**src/tbg_pkg.sv**
```systemverilog
// Purpose: shared constants and carrier types for the transmit baseband glue
// Assumes: 50 MHz system clock
// Notes:   frame and bias cycle counts derive from times and rates held here
package tbg_pkg;
    localparam int unsigned CLK_HZ         = 50_000_000;
    localparam int unsigned SAMPLE_HZ      = 48_000;
    localparam int unsigned FRAME_CYC      = CLK_HZ / SAMPLE_HZ;
    localparam int unsigned REF_HZ_X10     = 24;          // 2.4 MHz in units of 100 kHz
    localparam int unsigned REF_STEP       = 2 * REF_HZ_X10;
    localparam int unsigned REF_MOD        = CLK_HZ / 100_000;
    localparam int unsigned BIT_DIV        = 16;          // serial clock = MCLK / 16
    localparam int unsigned BIT_HALF       = BIT_DIV / 2;
    localparam int unsigned BIT_SAMPLE     = BIT_HALF + 4; // after two sync stages
    localparam int unsigned WORD_BITS      = 16;
    localparam int unsigned FRAME_BITS     = 2 * WORD_BITS;
    localparam int unsigned DAC_BITS       = 8;
    localparam int unsigned ATT_BITS       = 4;
    localparam int unsigned BIAS_SETTLE_NS = 2_000;
    localparam int unsigned CLK_NS         = 1_000_000_000 / CLK_HZ;
    localparam int unsigned BIAS_CYC       = (BIAS_SETTLE_NS + CLK_NS - 1) / CLK_NS;
    localparam int unsigned RAMP_BITS      = 8;
    localparam logic [7:0]  DAC_RESET      = 8'h00;
    localparam logic [7:0]  DAC_MID        = 8'h80;

    typedef struct packed {
        logic [WORD_BITS-1:0] i_word;
        logic [WORD_BITS-1:0] q_word;
    } tbg_sample_t;

    typedef struct packed {
        logic [DAC_BITS-1:0] i_code;
        logic [DAC_BITS-1:0] q_code;
    } tbg_dac_t;

    typedef enum logic [2:0] {
        TX_IDLE,
        TX_SLOT,
        TX_BIAS,
        TX_ON,
        TX_DOWN
    } tbg_tx_state_t;

    typedef enum logic [1:0] {
        TR_IDLE,
        TR_RISE,
        TR_HOLD,
        TR_DECAY
    } tbg_train_state_t;
endpackage : tbg_pkg

```
**src/tbg_deser.sv**
```systemverilog
// Purpose: serial-to-parallel capture of one I/Q frame
// Assumes: bit_strobe marks a stable data sample, start marks the sync bit
// Notes:   bits past the second word are filler and are ignored
`timescale 1ns/100ps
`default_nettype none
module tbg_deser (
    // clock and reset
    input  wire logic                  clk,
    input  wire logic                  rst_n,
    // serial side
    input  wire logic                  bit_strobe,
    input  wire logic                  start,
    input  wire logic                  sdata,
    // parallel side
    output tbg_pkg::tbg_sample_t       sample,
    output logic                       sample_valid
);
    import tbg_pkg::*;

    logic [FRAME_BITS-1:0] shreg;
    logic [5:0]            bit_cnt;
    logic                  busy;

    always_ff @(posedge clk or negedge rst_n) begin
        if (!rst_n) begin
            shreg        <= '0;
            bit_cnt      <= 6'h00;
            busy         <= 1'b0;
            sample       <= '0;
            sample_valid <= 1'b0;
        end else begin
            sample_valid <= 1'b0;
            if (bit_strobe && start) begin
                busy    <= 1'b1;
                bit_cnt <= 6'h00;
            end else if (bit_strobe && busy) begin
                shreg   <= {shreg[FRAME_BITS-2:0], sdata};
                bit_cnt <= bit_cnt + 6'h01;
                if (bit_cnt == 6'(FRAME_BITS - 1)) begin
                    // fill bits after this point are never shifted in
                    busy         <= 1'b0;
                    sample       <= {shreg[FRAME_BITS-2:0], sdata};
                    sample_valid <= 1'b1;
                end
            end
        end
    end
endmodule : tbg_deser
`default_nettype wire

```
**src/tbg_ramp.sv**
```systemverilog
// Purpose: level-set training ramp with hold and decay
// Assumes: step is a one-cycle pulse at the sample rate
// Notes:   attenuation is taken from the ramp level when the error trips
`timescale 1ns/100ps
`default_nettype none
module tbg_ramp (
    // clock and reset
    input  wire logic                  clk,
    input  wire logic                  rst_n,
    // control
    input  wire logic                  step,
    input  wire logic                  train,
    input  wire logic                  err_over,
    // results
    output logic [tbg_pkg::RAMP_BITS-1:0] level,
    output logic [tbg_pkg::ATT_BITS-1:0]  atten,
    output logic                       active
);
    import tbg_pkg::*;

    tbg_train_state_t state;

    always_ff @(posedge clk or negedge rst_n) begin
        if (!rst_n) begin
            state  <= TR_IDLE;
            level  <= '0;
            atten  <= '0;
            active <= 1'b0;
        end else begin
            case (state)
                TR_IDLE: begin
                    level <= '0;
                    if (train) begin
                        state  <= TR_RISE;
                        active <= 1'b1;
                    end
                end
                TR_RISE: begin
                    if (err_over) begin
                        state <= TR_HOLD;
                        // a higher tripping level needs less attenuation
                        atten <= ~level[RAMP_BITS-1 -: ATT_BITS];
                    end else if (step && level != '1) begin
                        level <= level + RAMP_BITS'(1);
                    end
                end
                TR_HOLD: begin
                    if (step) begin
                        state <= TR_DECAY;
                    end
                end
                TR_DECAY: begin
                    if (level == '0) begin
                        state  <= TR_IDLE;
                        active <= 1'b0;
                    end else if (step) begin
                        level <= level - RAMP_BITS'(1);
                    end
                end
                default: state <= TR_IDLE;
            endcase
        end
    end
endmodule : tbg_ramp
`default_nettype wire

```
**src/tbg_top.sv**
```systemverilog
// Purpose: transmit baseband glue between signal processor and transmitter chip
// Assumes: processor and transmitter inputs are asynchronous to MCLK
// Notes:   serial clock and frame sync are generated here, data sampled late in the bit
`timescale 1ns/100ps
`default_nettype none
module tbg_top (
    // clock and reset
    input  wire logic                     MCLK,
    input  wire logic                     RSTN,
    // processor serial port
    output logic                          SCLK,
    output logic                          FSYNC,
    input  wire logic                     SDATA,
    input  wire logic                     TRANSMIT_ENABLE_REQUEST,
    // transmitter chip
    output logic                          REF_CLK,
    output logic                          TRANSMIT_SLOT_PAIR_P,
    output logic                          TRANSMIT_SLOT_PAIR_N,
    input  wire logic                     ANTENNA_SWITCH_HANDSHAKE,
    // converters
    output tbg_pkg::tbg_dac_t             DAC,
    output logic                          DAC_LOAD,
    // amplifier and antenna
    output logic                          PA_NEG_BIAS_EN,
    output logic                          PA_SUPPLY_EN,
    output logic                          ANT_SWITCH_EN,
    // level-set training
    input  wire logic                     TRAIN_REQ,
    input  wire logic                     TRAIN_ERR_OVER,
    output logic [tbg_pkg::ATT_BITS-1:0]  STEP_ATTEN,
    output logic                          TRAIN_ACTIVE
);
    import tbg_pkg::*;

    function automatic logic [DAC_BITS-1:0] trunc8(input logic [WORD_BITS-1:0] w);
        trunc8 = w[WORD_BITS-1 -: DAC_BITS];
    endfunction : trunc8

    // two-stage synchronisers; stage one is read only by stage two
    logic [4:0] sync1;
    logic [4:0] sync2;
    always_ff @(posedge MCLK or negedge RSTN) begin
        if (!RSTN) begin
            sync1 <= 5'h00;
            sync2 <= 5'h00;
        end else begin
            sync1 <= {SDATA, TRANSMIT_ENABLE_REQUEST, ANTENNA_SWITCH_HANDSHAKE, TRAIN_REQ, TRAIN_ERR_OVER};
            sync2 <= sync1;
        end
    end
    logic sdata_s;
    logic txe_s;
    logic asw_s;
    logic train_s;
    logic err_s;
    assign {sdata_s, txe_s, asw_s, train_s, err_s} = sync2;

    logic txe_d;
    logic asw_d;
    always_ff @(posedge MCLK or negedge RSTN) begin
        if (!RSTN) begin
            txe_d <= 1'b0;
            asw_d <= 1'b0;
        end else begin
            txe_d <= txe_s;
            asw_d <= asw_s;
        end
    end
    logic txe_rise;
    logic txe_fall;
    logic asw_toggle;
    assign txe_rise   = txe_s & ~txe_d;
    assign txe_fall   = ~txe_s & txe_d;
    assign asw_toggle = asw_s ^ asw_d;

    // serial bit clock divider
    logic [3:0] div_cnt;
    logic       bit_strobe;
    always_ff @(posedge MCLK or negedge RSTN) begin
        if (!RSTN) begin
            div_cnt <= 4'h0;
            SCLK    <= 1'b0;
        end else begin
            div_cnt <= (div_cnt == 4'(BIT_DIV - 1)) ? 4'h0 : div_cnt + 4'h1;
            SCLK    <= (div_cnt < 4'(BIT_HALF));
        end
    end
    assign bit_strobe = (div_cnt == 4'(BIT_SAMPLE));

    // frame pacing; frame sync stays high for one whole bit period
    logic [10:0] frame_cnt;
    logic        fs_pending;
    always_ff @(posedge MCLK or negedge RSTN) begin
        if (!RSTN) begin
            frame_cnt  <= 11'h000;
            fs_pending <= 1'b0;
        end else begin
            if (frame_cnt == 11'(FRAME_CYC - 1)) begin
                frame_cnt  <= 11'h000;
                fs_pending <= 1'b1;
            end else begin
                frame_cnt <= frame_cnt + 11'h001;
                if (div_cnt == 4'h0) begin
                    fs_pending <= 1'b0;
                end
            end
        end
    end
    always_ff @(posedge MCLK or negedge RSTN) begin
        if (!RSTN) begin
            FSYNC <= 1'b0;
        end else if (div_cnt == 4'h0) begin
            FSYNC <= fs_pending;
        end
    end

    // the sync seen at the sampling point lines up with the bit slot it marks
    tbg_sample_t sample;
    logic        sample_valid;
    tbg_deser u_deser (
        .clk          (MCLK),
        .rst_n        (RSTN),
        .bit_strobe   (bit_strobe),
        .start        (FSYNC),
        .sdata        (sdata_s),
        .sample       (sample),
        .sample_valid (sample_valid)
    );

    // 2.4 MHz reference by phase accumulation, jitter of one MCLK period
    logic [9:0] ref_acc;
    always_ff @(posedge MCLK or negedge RSTN) begin
        if (!RSTN) begin
            ref_acc <= 10'h000;
            REF_CLK <= 1'b0;
        end else if (ref_acc + 10'(REF_STEP) >= 10'(REF_MOD)) begin
            ref_acc <= ref_acc + 10'(REF_STEP) - 10'(REF_MOD);
            REF_CLK <= ~REF_CLK;
        end else begin
            ref_acc <= ref_acc + 10'(REF_STEP);
        end
    end

    always_ff @(posedge MCLK or negedge RSTN) begin
        if (!RSTN) begin
            TRANSMIT_SLOT_PAIR_P <= 1'b0;
            TRANSMIT_SLOT_PAIR_N <= 1'b1;
        end else if (txe_rise) begin
            TRANSMIT_SLOT_PAIR_P <= ~TRANSMIT_SLOT_PAIR_P;
            TRANSMIT_SLOT_PAIR_N <= ~TRANSMIT_SLOT_PAIR_N;
        end
    end

    // keying sequence
    tbg_tx_state_t tx_state;
    logic [7:0]    bias_cnt;
    logic          forwarding;
    always_ff @(posedge MCLK or negedge RSTN) begin
        if (!RSTN) begin
            tx_state       <= TX_IDLE;
            bias_cnt       <= 8'h00;
            forwarding     <= 1'b0;
            PA_NEG_BIAS_EN <= 1'b0;
            PA_SUPPLY_EN   <= 1'b0;
            ANT_SWITCH_EN  <= 1'b0;
        end else begin
            case (tx_state)
                TX_IDLE: begin
                    if (txe_rise) begin
                        tx_state   <= TX_SLOT;
                        forwarding <= 1'b1;
                    end
                end
                TX_SLOT: begin
                    if (txe_fall) begin
                        tx_state <= TX_DOWN;
                    end else if (asw_toggle) begin
                        tx_state       <= TX_BIAS;
                        PA_NEG_BIAS_EN <= 1'b1;
                        bias_cnt       <= 8'h00;
                    end
                end
                TX_BIAS: begin
                    if (bias_cnt == 8'(BIAS_CYC - 1)) begin
                        tx_state      <= TX_ON;
                        PA_SUPPLY_EN  <= 1'b1;
                        ANT_SWITCH_EN <= 1'b1;
                    end else begin
                        bias_cnt <= bias_cnt + 8'h01;
                    end
                end
                TX_ON: begin
                    // level, not edge: a fall during bias settling must still end the burst
                    if (!txe_s) begin
                        tx_state     <= TX_DOWN;
                        PA_SUPPLY_EN <= 1'b0;
                    end
                end
                TX_DOWN: begin
                    // supply already dropped; antenna switch and bias go last, in the same cycle
                    tx_state       <= TX_IDLE;
                    forwarding     <= 1'b0;
                    ANT_SWITCH_EN  <= 1'b0;
                    PA_NEG_BIAS_EN <= 1'b0;
                    PA_SUPPLY_EN   <= 1'b0;
                end
                default: tx_state <= TX_IDLE;
            endcase
        end
    end

    // training ramp, stepped at the sample rate
    logic [RAMP_BITS-1:0] ramp_level;
    logic [ATT_BITS-1:0]  ramp_atten;
    logic                 ramp_active;
    tbg_ramp u_ramp (
        .clk      (MCLK),
        .rst_n    (RSTN),
        .step     (sample_valid),
        .train    (train_s),
        .err_over (err_s),
        .level    (ramp_level),
        .atten    (ramp_atten),
        .active   (ramp_active)
    );

    always_ff @(posedge MCLK or negedge RSTN) begin
        if (!RSTN) begin
            STEP_ATTEN   <= '0;
            TRAIN_ACTIVE <= 1'b0;
        end else begin
            STEP_ATTEN   <= ramp_atten;
            TRAIN_ACTIVE <= ramp_active;
        end
    end

    // converter loading
    always_ff @(posedge MCLK or negedge RSTN) begin
        if (!RSTN) begin
            DAC      <= '{i_code: DAC_RESET, q_code: DAC_RESET};
            DAC_LOAD <= 1'b0;
        end else begin
            DAC_LOAD <= 1'b0;
            if (ramp_active) begin
                if (sample_valid) begin
                    DAC      <= '{i_code: ramp_level, q_code: DAC_RESET};
                    DAC_LOAD <= 1'b1;
                end
            end else if (sample_valid && forwarding) begin
                DAC      <= '{i_code: trunc8(sample.i_word), q_code: trunc8(sample.q_word)};
                DAC_LOAD <= 1'b1;
            end else if (!forwarding) begin
                DAC <= '{i_code: DAC_RESET, q_code: DAC_RESET};
            end
        end
    end

    // edges since the reference last changed; a run is 10 or 11 cycles
    logic       ref_prev;
    logic [3:0] ref_hold;
    always_ff @(posedge MCLK or negedge RSTN) begin
        if (!RSTN) begin
            ref_prev <= 1'b0;
            ref_hold <= 4'h0;
        end else begin
            ref_prev <= REF_CLK;
            ref_hold <= (REF_CLK != ref_prev) ? 4'h0 : ref_hold + 4'h1;
        end
    end
endmodule : tbg_top
`default_nettype wire

```
**config.mk**
```make
export PLATFORM = sky130hd
export DESIGN_NAME = tbg_top
export DESIGN_NICKNAME = d
export VERILOG_FILES = /design/src/tbg_pkg.sv /design/src/tbg_deser.sv /design/src/tbg_ramp.sv /design/src/tbg_top.sv
export SDC_FILE = /design/constraint.sdc
export NUM_CORES = 1
export LEC_CHECK = 0
export BUFFER_PORTS_ARGS = -buffer_cell sky130_fd_sc_hd__buf_2
export CAP_MARGIN = 20
export CORE_ASPECT_RATIO = 1.1
export CORE_MARGIN = 2
export CORE_UTILIZATION = 55
export DETAILED_ROUTE_END_ITERATION = 8
export MAX_ROUTING_LAYER = met4
export PLACE_DENSITY_LB_ADDON = 0.3
export SYNTH_ARGS = -nofsm -noshare
export SYNTH_HDL_FRONTEND = slang
export SYNTH_SLANG_ARGS = --single-unit
```
**constraint.sdc**
```tcl
create_clock -name MCLK -period 4.95 [get_ports MCLK]
set_input_delay 0.7425 -clock MCLK [delete_from_list [all_inputs] [get_ports MCLK]]
set_output_delay 0.7425 -clock MCLK [all_outputs]
set_load 0.005 [all_outputs]
```
==> key figures, run 1 <==
Critical path
  • Crit path launch type: flop
  • CP cell instances: ha_1, ha_1, a21o_1, a21oi_1, a21oi_1, or3b_1, a211oi_1, a211o_1
  • Critical Path Sink Type: flop
  • Arr. time, crit path: 3020 ps
  • Slowest CP cell: ha_1
  • CP max FO: 16
  • Critical Path Max Stage Delay: 530 ps
  • Data required time at the worst endpoint: 5300 ps
  • Crit Path Category: flop to flop
  • FF-to-FF path depth: 8

Layout
  • Non-Filler Instances: 748
  • Layout cells sized above 1: 20.7%
  • # diodes: 0
  • Layout Area Growth over Synthesis: 14.6%
  • Fin nets: 612
  • Fillcell total: 843

Floorplan
  • Die Ht: 118 µm
  • Core footprint: 11400 µm²
  • Die Width: 107 µm
  • IO Pins: 37
  • Starting density of the core: 56.3%
  • Die area: 12600 µm²
  • FP Rows: 41

Synth
  • Syn nets: 576
  • Post-synth top area cell: dfrtp_1
  • Synthesized area: 6440 µm²
  • Post-synthesis async set-or-reset flop share: 100%
  • Yosys warns: 0
  • Syn Area/Cell: 11.7 µm²
  • Number of synthesized flops with an enable pin: 0
  • Top post-synthesis cells by area: dfrtp_1 (57%), mux2_2 (8.2%), ha_1 (3.7%)
  • Post-synthesis sequential area ratio: 57.5%
  • Synth Register Bits: 148
  • Synth Instances: 549
  • Synth Flop Type: dfrtp_1
  • Synth top area share: 57.1%
  • Distinct cells, synth: 55

STA
  • Fin crit share: 53.8%
  • RSZ-0062 raised after global routing: false
  • Slew Viols, Final: 0
  • Fmax: 0.376 GHz
  • Minimum clock period: 2660 ps
  • Relative slew slack: 29.1%
  • Final count of hold timing violations: 0
  • Setup-failing EPs final: 0
  • Actual slew at the worst max-slew pin: 1060 ps
  • Final setup skew: 5.72 ps
  • Setup tns final: 0 ps

Route
  • Final wirelength: 11.2 mm
  • Final ANT Viol Nets: 0
  • Wire per inst: 15.0 µm
  • DR DRC count: 0
  • Vias per cell: 5.60
  • Vias: 4187
  • 1st-iter DRT viols: 220
  • DR pass1 iterations: 5

Place
  • Global placer's final weighted congestion: 0.825
  • Detail Placement HPWL: 7.31 mm
  • Placed insts: 715
  • Port buffer count: 36

Worst hold path
  • Hold Path Class: input port to asynchronous set/reset pin

GRT
  • Met1 usage: 25.2%
  • Largest net degree at the start of global routing: 116
  • Antenna violations before repair: 0
  • Vias in the first global route: 4208
  • Total grt overflow: 0
  • Met2 Use GR: 31.8%
  • Tot GR Track Use: 20.2%
  • Global-route wire length before repair: 19.7 mm
  • Met3 Use GR: 4.60%
  • GRT Max-Usage Layer: met2

CTS
  • Max Root-Sink Buffers: 2
  • H-tree depth: 4
  • Post-CTS Hold Buffers: 0
  • CTS buffer count: 17
  • Worst-Skew Late Latency: 420 ps
  • CTS Root Cell: clkbuf_16
  • # resized after CTS: 0
  • Worst-path clk slew: 60 ps
  • Clock Sinks: 148
  • Number of buffers added for setup after CTS: 0
  • CTS tree: built

Flow run
  • Max_cap viols: 0

Status
  • Status: complete, no violations

Power
  • Cell Pwr Density: 456 nW/µm²
  • Peak supply drop: 0.263 mV
  • Leak: 0.00359 µW
## layer usage
layer  vias to the layer above  share of wire [%]
met4                         0                2.1
met5                         -                  0
met2                        64                 50
li1                       2011                  -
met1                      2091                 45
met3                        21                3.3
## flip-flops by register name, indices dropped and copies added, names as in the netlist, 2 cells and up
signal / flops
frame_cnt: 11
sync1: 5
tx_state: 3
STEP_ATTEN: 4
div_cnt: 4
u_deser.shreg: 31
u_ramp.state: 2
bias_cnt: 8
DAC: 16
u_deser.bit_cnt: 6
u_ramp.level: 8
u_ramp.atten: 4
u_deser.sample: 16
sync2: 5
ref_acc: 8
## worst max-delay path, delay by kind of cell (launching register included)
kind / cells / cell delay (ps)
DFF: 1 / 400
adders and majority gates: 2 / 930
and+or+nand+nor: 1 / 390
AOI/OAI and AO/OA: 5 / 880
## cells in the mapped netlist, drive strengths merged, types with 2 or more instances
library cell  instances
a211o                 2
a211oi                2
a21o                  7
a21oi                30
a22o                  9
a31oi                 3
and2                  3
and3                  3
buf                   8
clkbuf               14
dfrtp               147
ha                   19
inv                  17
mux2                 50
mux2i                 8
nand2                42
nand2b                5
nand3                15
nand4                 9
nand4b                2
nor2                 33
nor2b                 5
nor3                 13
nor3b                 2
nor4                  4
o21ai                38
o21bai                3
o31ai                 6
or2                   3
xnor2                16
xor2                 15
## cell type report
class | count | area, µm² | share of cell area, %
clock inverters | 9 | 150 | 2.03
clock buffers | 23 | 478 | 6.47
well taps | 150 | 188 | 2.54
repair buffers | 39 | 229 | 3.10
multi-input cells | 362 | 2570 | 34.8
inverters | 17 | 63.8 | 0.864
flip-flops and latches | 148 | 3700 | 50.2
## power by group
group	internal (µW)	leakage (µW)	switching [µW]	total [µW]
clock	881	0.000303	468	1350
sequential	1330	0.00195	133	1460
combinational	239	0.00134	319	558
total	2450	0.00359	920	3370
## cells in the final DEF, fill, tap and decap left out, types with 16 or more instances in the layout
cell / count
clkbuf_16: 17
dfrtp_1: 147
nor2_1: 33
buf_2: 35
inv_1: 17
nand2_1: 42
xnor2_1: 16
ha_1: 19
o21ai_0: 37
mux2_2: 47
a21oi_1: 30
## cell families (layout without fill, tap and decap cells)
group / Yosys count / in the layout / share of synthesized area [%]
AND/OR/NAND/NOR: 145 / 145 / 11.4
multiplexers: 58 / 58 / 9.98
AO/OA/AOI/OAI: 108 / 108 / 10.3
flip-flops: 148 / 148 / 57.5
adder cells (fa/ha/maj): 20 / 20 / 4.00
buffers and inverters: 39 / 88 / 2.64
XOR/XNOR: 31 / 31 / 4.21
## through the flow
step / util (%) / hold WS, ps / total power [µW] / cell area [µm²] / worst slack [ps]
floorplan: - / 331 / 1880 / 6440 / 2740
global placement: 58.8 / 333 / 2000 / 6730 / 2450
detailed placement: 58.8 / 336 / 2030 / 6730 / 2310
CTS: 64.3 / 348 / 3390 / 7360 / 2290
global route: 64.6 / 212 / 3540 / 7390 / 2070
finish: 64.6 / 198 / 3370 / 7390 / 2290
## worst paths after layout
| check | from | endpoint | slack (ps) |
|---|---|---|---|
| max in group asynchronous | RSTN | u_deser.shreg[16] | 3590 |
| worst max register to register | u_ramp.state[0] | u_ramp.level[7] | 2290 |
| worst max-delay path | u_ramp.state[0] | u_ramp.level[7] | 2290 |
| worst min register to register | sync1[4] | sync2[4] | 350 |
| worst min-delay path | RSTN | tx_state[0] | 200 |
| min in group MCLK | sync1[4] | sync2[4] | 350 |
Note: power is estimated with default switching activity, not from simulation.
==> run 2: changes to the inputs <==
Settings changed: ABC_AREA set to 1.
Clock period 4.95 ns to 2.75 ns, I/O delays scaled along.
==> key figures, run 2 <==
Status
  • Status: complete, no violations

Layout
  • Layout cells sized above 1: 14.9% (-5.8 points)
  • Final core occ: 64.4% (-0.13 points)
  • Most common cell after layout, fill and taps aside: nand2_1
  • Most frequent cells in the layout: nand2_1 (203), dfrtp_1 (147), inv_1 (109), nor2_1 (45), o21ai_0 (45)
  • Largest Register: u_deser.shreg
  • Fillcell total: 971 (+15%)
  • # diodes: 0 (unchanged)
  • Non-Filler Instances: 980 (+31%)
  • Number of flip-flops in the largest register: 31 (unchanged)
  • Fin nets: 841 (+37%)
  • Top flop regs: u_deser.shreg x31, DAC x16, u_deser.sample x16
  • Layout Area Growth over Synthesis: 13.4%

Floorplan
  • Die Ht: 121 µm (+3.1%)
  • Starting density of the core: 56.8% (+0.51 points)
  • IO Pins: 37 (unchanged)
  • Core footprint: 12100 µm² (+5.7%)
  • FP Rows: 42 (+2.4%)
  • Die Width: 111 µm (+3.1%)
  • Die area: 13400 µm² (+6.4%)

Synth
  • Distinct cells, synth: 37 (-33%)
  • Number of synthesized flops with an enable pin: 0 (unchanged)
  • Post-synthesis async set-or-reset flop share: 100% (unchanged)
  • Synth Register Bits: 148 (unchanged)
  • Yosys warns: 0 (unchanged)
  • Syn nets: 797 (+38%)
  • Top post-synthesis cells by area: dfrtp_1 (54%), nand2_1 (11%), inv_1 (6.0%)
  • Post-synth top area cell: dfrtp_1
  • Post-synthesis sequential area ratio: 53.9% (-3.6 points)
  • Syn Area/Cell: 8.92 µm² (-24%)
  • Most frequent cell after synthesis: nand2_1
  • Post-synth top cells: nand2_1 (203), dfrtp_1 (147), inv_1 (109)
  • Synth top area share: 53.6% (-3.5 points)
  • Synthesized area: 6870 µm² (+6.6%)
  • Synth Instances: 770 (+40%)
  • Synth Flop Type: dfrtp_1

Power
  • Cell Pwr Density: 840 nW/µm² (+84%)
  • Power Total: 6540 µW (+94%)
  • Peak supply drop: 0.509 mV (+93%)
  • Leak: 0.00383 µW (+6.6%)

Critical path
  • Crit path launch: u_ramp.state[0]
  • Critical Path Max Stage Delay: 470 ps (-60 ps)
  • Crit path launch type: flop
  • Data required time at the worst endpoint: 3070 ps (-2230 ps)
  • Critical Path Sink Type: flop
  • Arr. time, crit path: 2270 ps (-750 ps)
  • Critical path buffers and inverters: 1 (+1)
  • CP max FO: 11 (-5)
  • CP cell instances: ha_1, inv_2, nand2_2, nor2_1, nor2_1, nand3_1, nand2_1, nand2_1
  • R2r setup slk: 790 ps (-1490 ps)
  • Crit Path Category: flop to flop
  • Slowest CP cell: ha_1
  • Top delay family on crit path: simple AND/OR/NAND/NOR gates
  • RR Startpoint: u_ramp.state[0]

Route
  • Wire per inst: 13.1 µm (-13%)
  • Final ANT Viol Nets: 0 (unchanged)
  • Final wirelength: 12.9 mm (+14%)
  • 1st-iter DRT viols: 360 (+64%)
  • Vias: 5183 (+24%)
  • DR DRC count: 0 (unchanged)
  • DR pass1 iterations: 5 (unchanged)
  • Vias per cell: 5.29 (-5.5%)

STA
  • Setup-failing EPs final: 0 (unchanged)
  • Hold slack: 90.5 ps (-107 ps)
  • Slew Viols, Final: 0 (unchanged)
  • Final count of hold timing violations: 0 (unchanged)
  • Relative slew slack: 58.4% (+29 points)
  • Actual slew at the worst max-slew pin: 618 ps (-437 ps)
  • RSZ-0062 raised after global routing: false
  • Fin crit share: 71.1% (+17 points)
  • Setup tns final: 0 ps (unchanged)
  • Fmax: 0.511 GHz (+36%)
  • Minimum clock period: 1960 ps (-707 ps)
  • Final setup skew: 7.74 ps (+2.02 ps)

Place
  • Port buffer count: 36 (unchanged)
  • Detail Placement HPWL: 8.69 mm (+19%)
  • Placed insts: 948 (+33%)
  • Global placer's final weighted congestion: 0.879 (+6.6%)

CTS
  • # resized after CTS: 0 (unchanged)
  • CTS tree: built
  • Number of buffers added for setup after CTS: 0 (unchanged)
  • Max Root-Sink Buffers: 2 (unchanged)
  • Worst-path clk slew: 60 ps (about the same)
  • CTS Root Cell: clkbuf_16
  • Post-CTS Hold Buffers: 1 (+1)
  • Clock Sinks: 148 (unchanged)
  • H-tree depth: 4 (unchanged)
  • CTS buffer count: 17 (unchanged)
  • Worst-Skew Late Latency: 430 ps (about the same)

Worst hold path
  • Hold Path Class: input port to flop
  • HP Start: TRANSMIT_ENABLE_REQUEST

GRT
  • Global-route wire length before repair: 22.6 mm (+15%)
  • Antenna violations before repair: 0 (unchanged)
  • Largest net degree at the start of global routing: 57 (-51%)
  • Tot GR Track Use: 21.4% (+1.2 points)
  • Total grt overflow: 0 (unchanged)
  • Vias in the first global route: 5119 (+22%)

Flow run
  • Max_cap viols: 0 (unchanged)
## run 2: cell types whose count changed after synthesis, moves of 12 or more
| cell | delta |
|---|---|
| a21oi_1 | -14 |
| inv_1 | +92 |
| o21ai_2 | +29 |
| mux2_2 | -47 |
| clkbuf_1 | -13 |
| nand2_1 | +161 |
| nand3_1 | +20 |
| nor2_1 | +12 |
## run 2: power breakdown
part | leakage [µW] | total [µW] | switching [µW] | internal, µW
Sequential | 0.00194 | 2720 | 264 | 2460
Clock | 0.000286 | 2320 | 862 | 1450
Combinational | 0.00160 | 1500 | 945 | 551
Total | 0.00383 | 6540 | 2070 | 4470
## run 2: metal layers
metal  up-vias  wire length (µm)  global-route usage, %  share of wire [%]
li1       2541                 -                      -                  -
met1      2525              5890                   25.8                 46
met2        91              6200                   34.2                 48
met3        26               504                   5.84                3.9
met4         0               279                   9.14                2.2
met5         -                 0                      -                  0
## run 2: cell type report
type / instances / area, µm² / area share (%)
clock buffers: 25 / 505 / 6.49
clock inverters: 6 / 92.6 / 1.19
inverters: 117 / 439 / 5.64
multi-input cells: 488 / 2610 / 33.5
flip-flops and latches: 148 / 3700 / 47.6
well taps: 154 / 193 / 2.47
repair buffers: 42 / 246 / 3.17
## run 2: per-stage QoR
step,setup WS [ps],area (µm²)
2_1_floorplan,1020,6870
3_3_place_gp,900,7180
3_5_place_dp,812,7180
4_1_cts,805,7790
5_1_grt,577,7790
6_report,794,7790
## run 2: path summary, 6_finish.rpt
kind / end / cells after the start
worst max-delay path: u_ramp.level[5] / 8
worst min-delay path: sync1[3] / 1
worst max register to register: u_ramp.level[5] / 8
worst min register to register: sync2[3] / 0
max in group asynchronous: ref_acc[8] / 3
min in group asynchronous: bias_cnt[2] / 2
## run 2: cells by family after synthesis
| family | count (synthesis) | synth area share [%] |
|---|---|---|
| AO/OA/AOI/OAI | 116 | 10.5 |
| XOR/XNOR | 22 | 2.81 |
| adder cells (fa/ha/maj) | 20 | 3.75 |
| buffers and inverters | 134 | 8.11 |
| flip-flops | 148 | 53.9 |
| AND/OR/NAND/NOR | 330 | 20.9 |
## run 2: worst register-to-register path, cell delays in order, from the launching register on
cell     delay (ps)
dfrtp_1         400
ha_1            470
inv_2            90
nand2_2         160
nor2_1           60
nor2_1          160
nand3_1         290
nand2_1         160
nand2_1          70
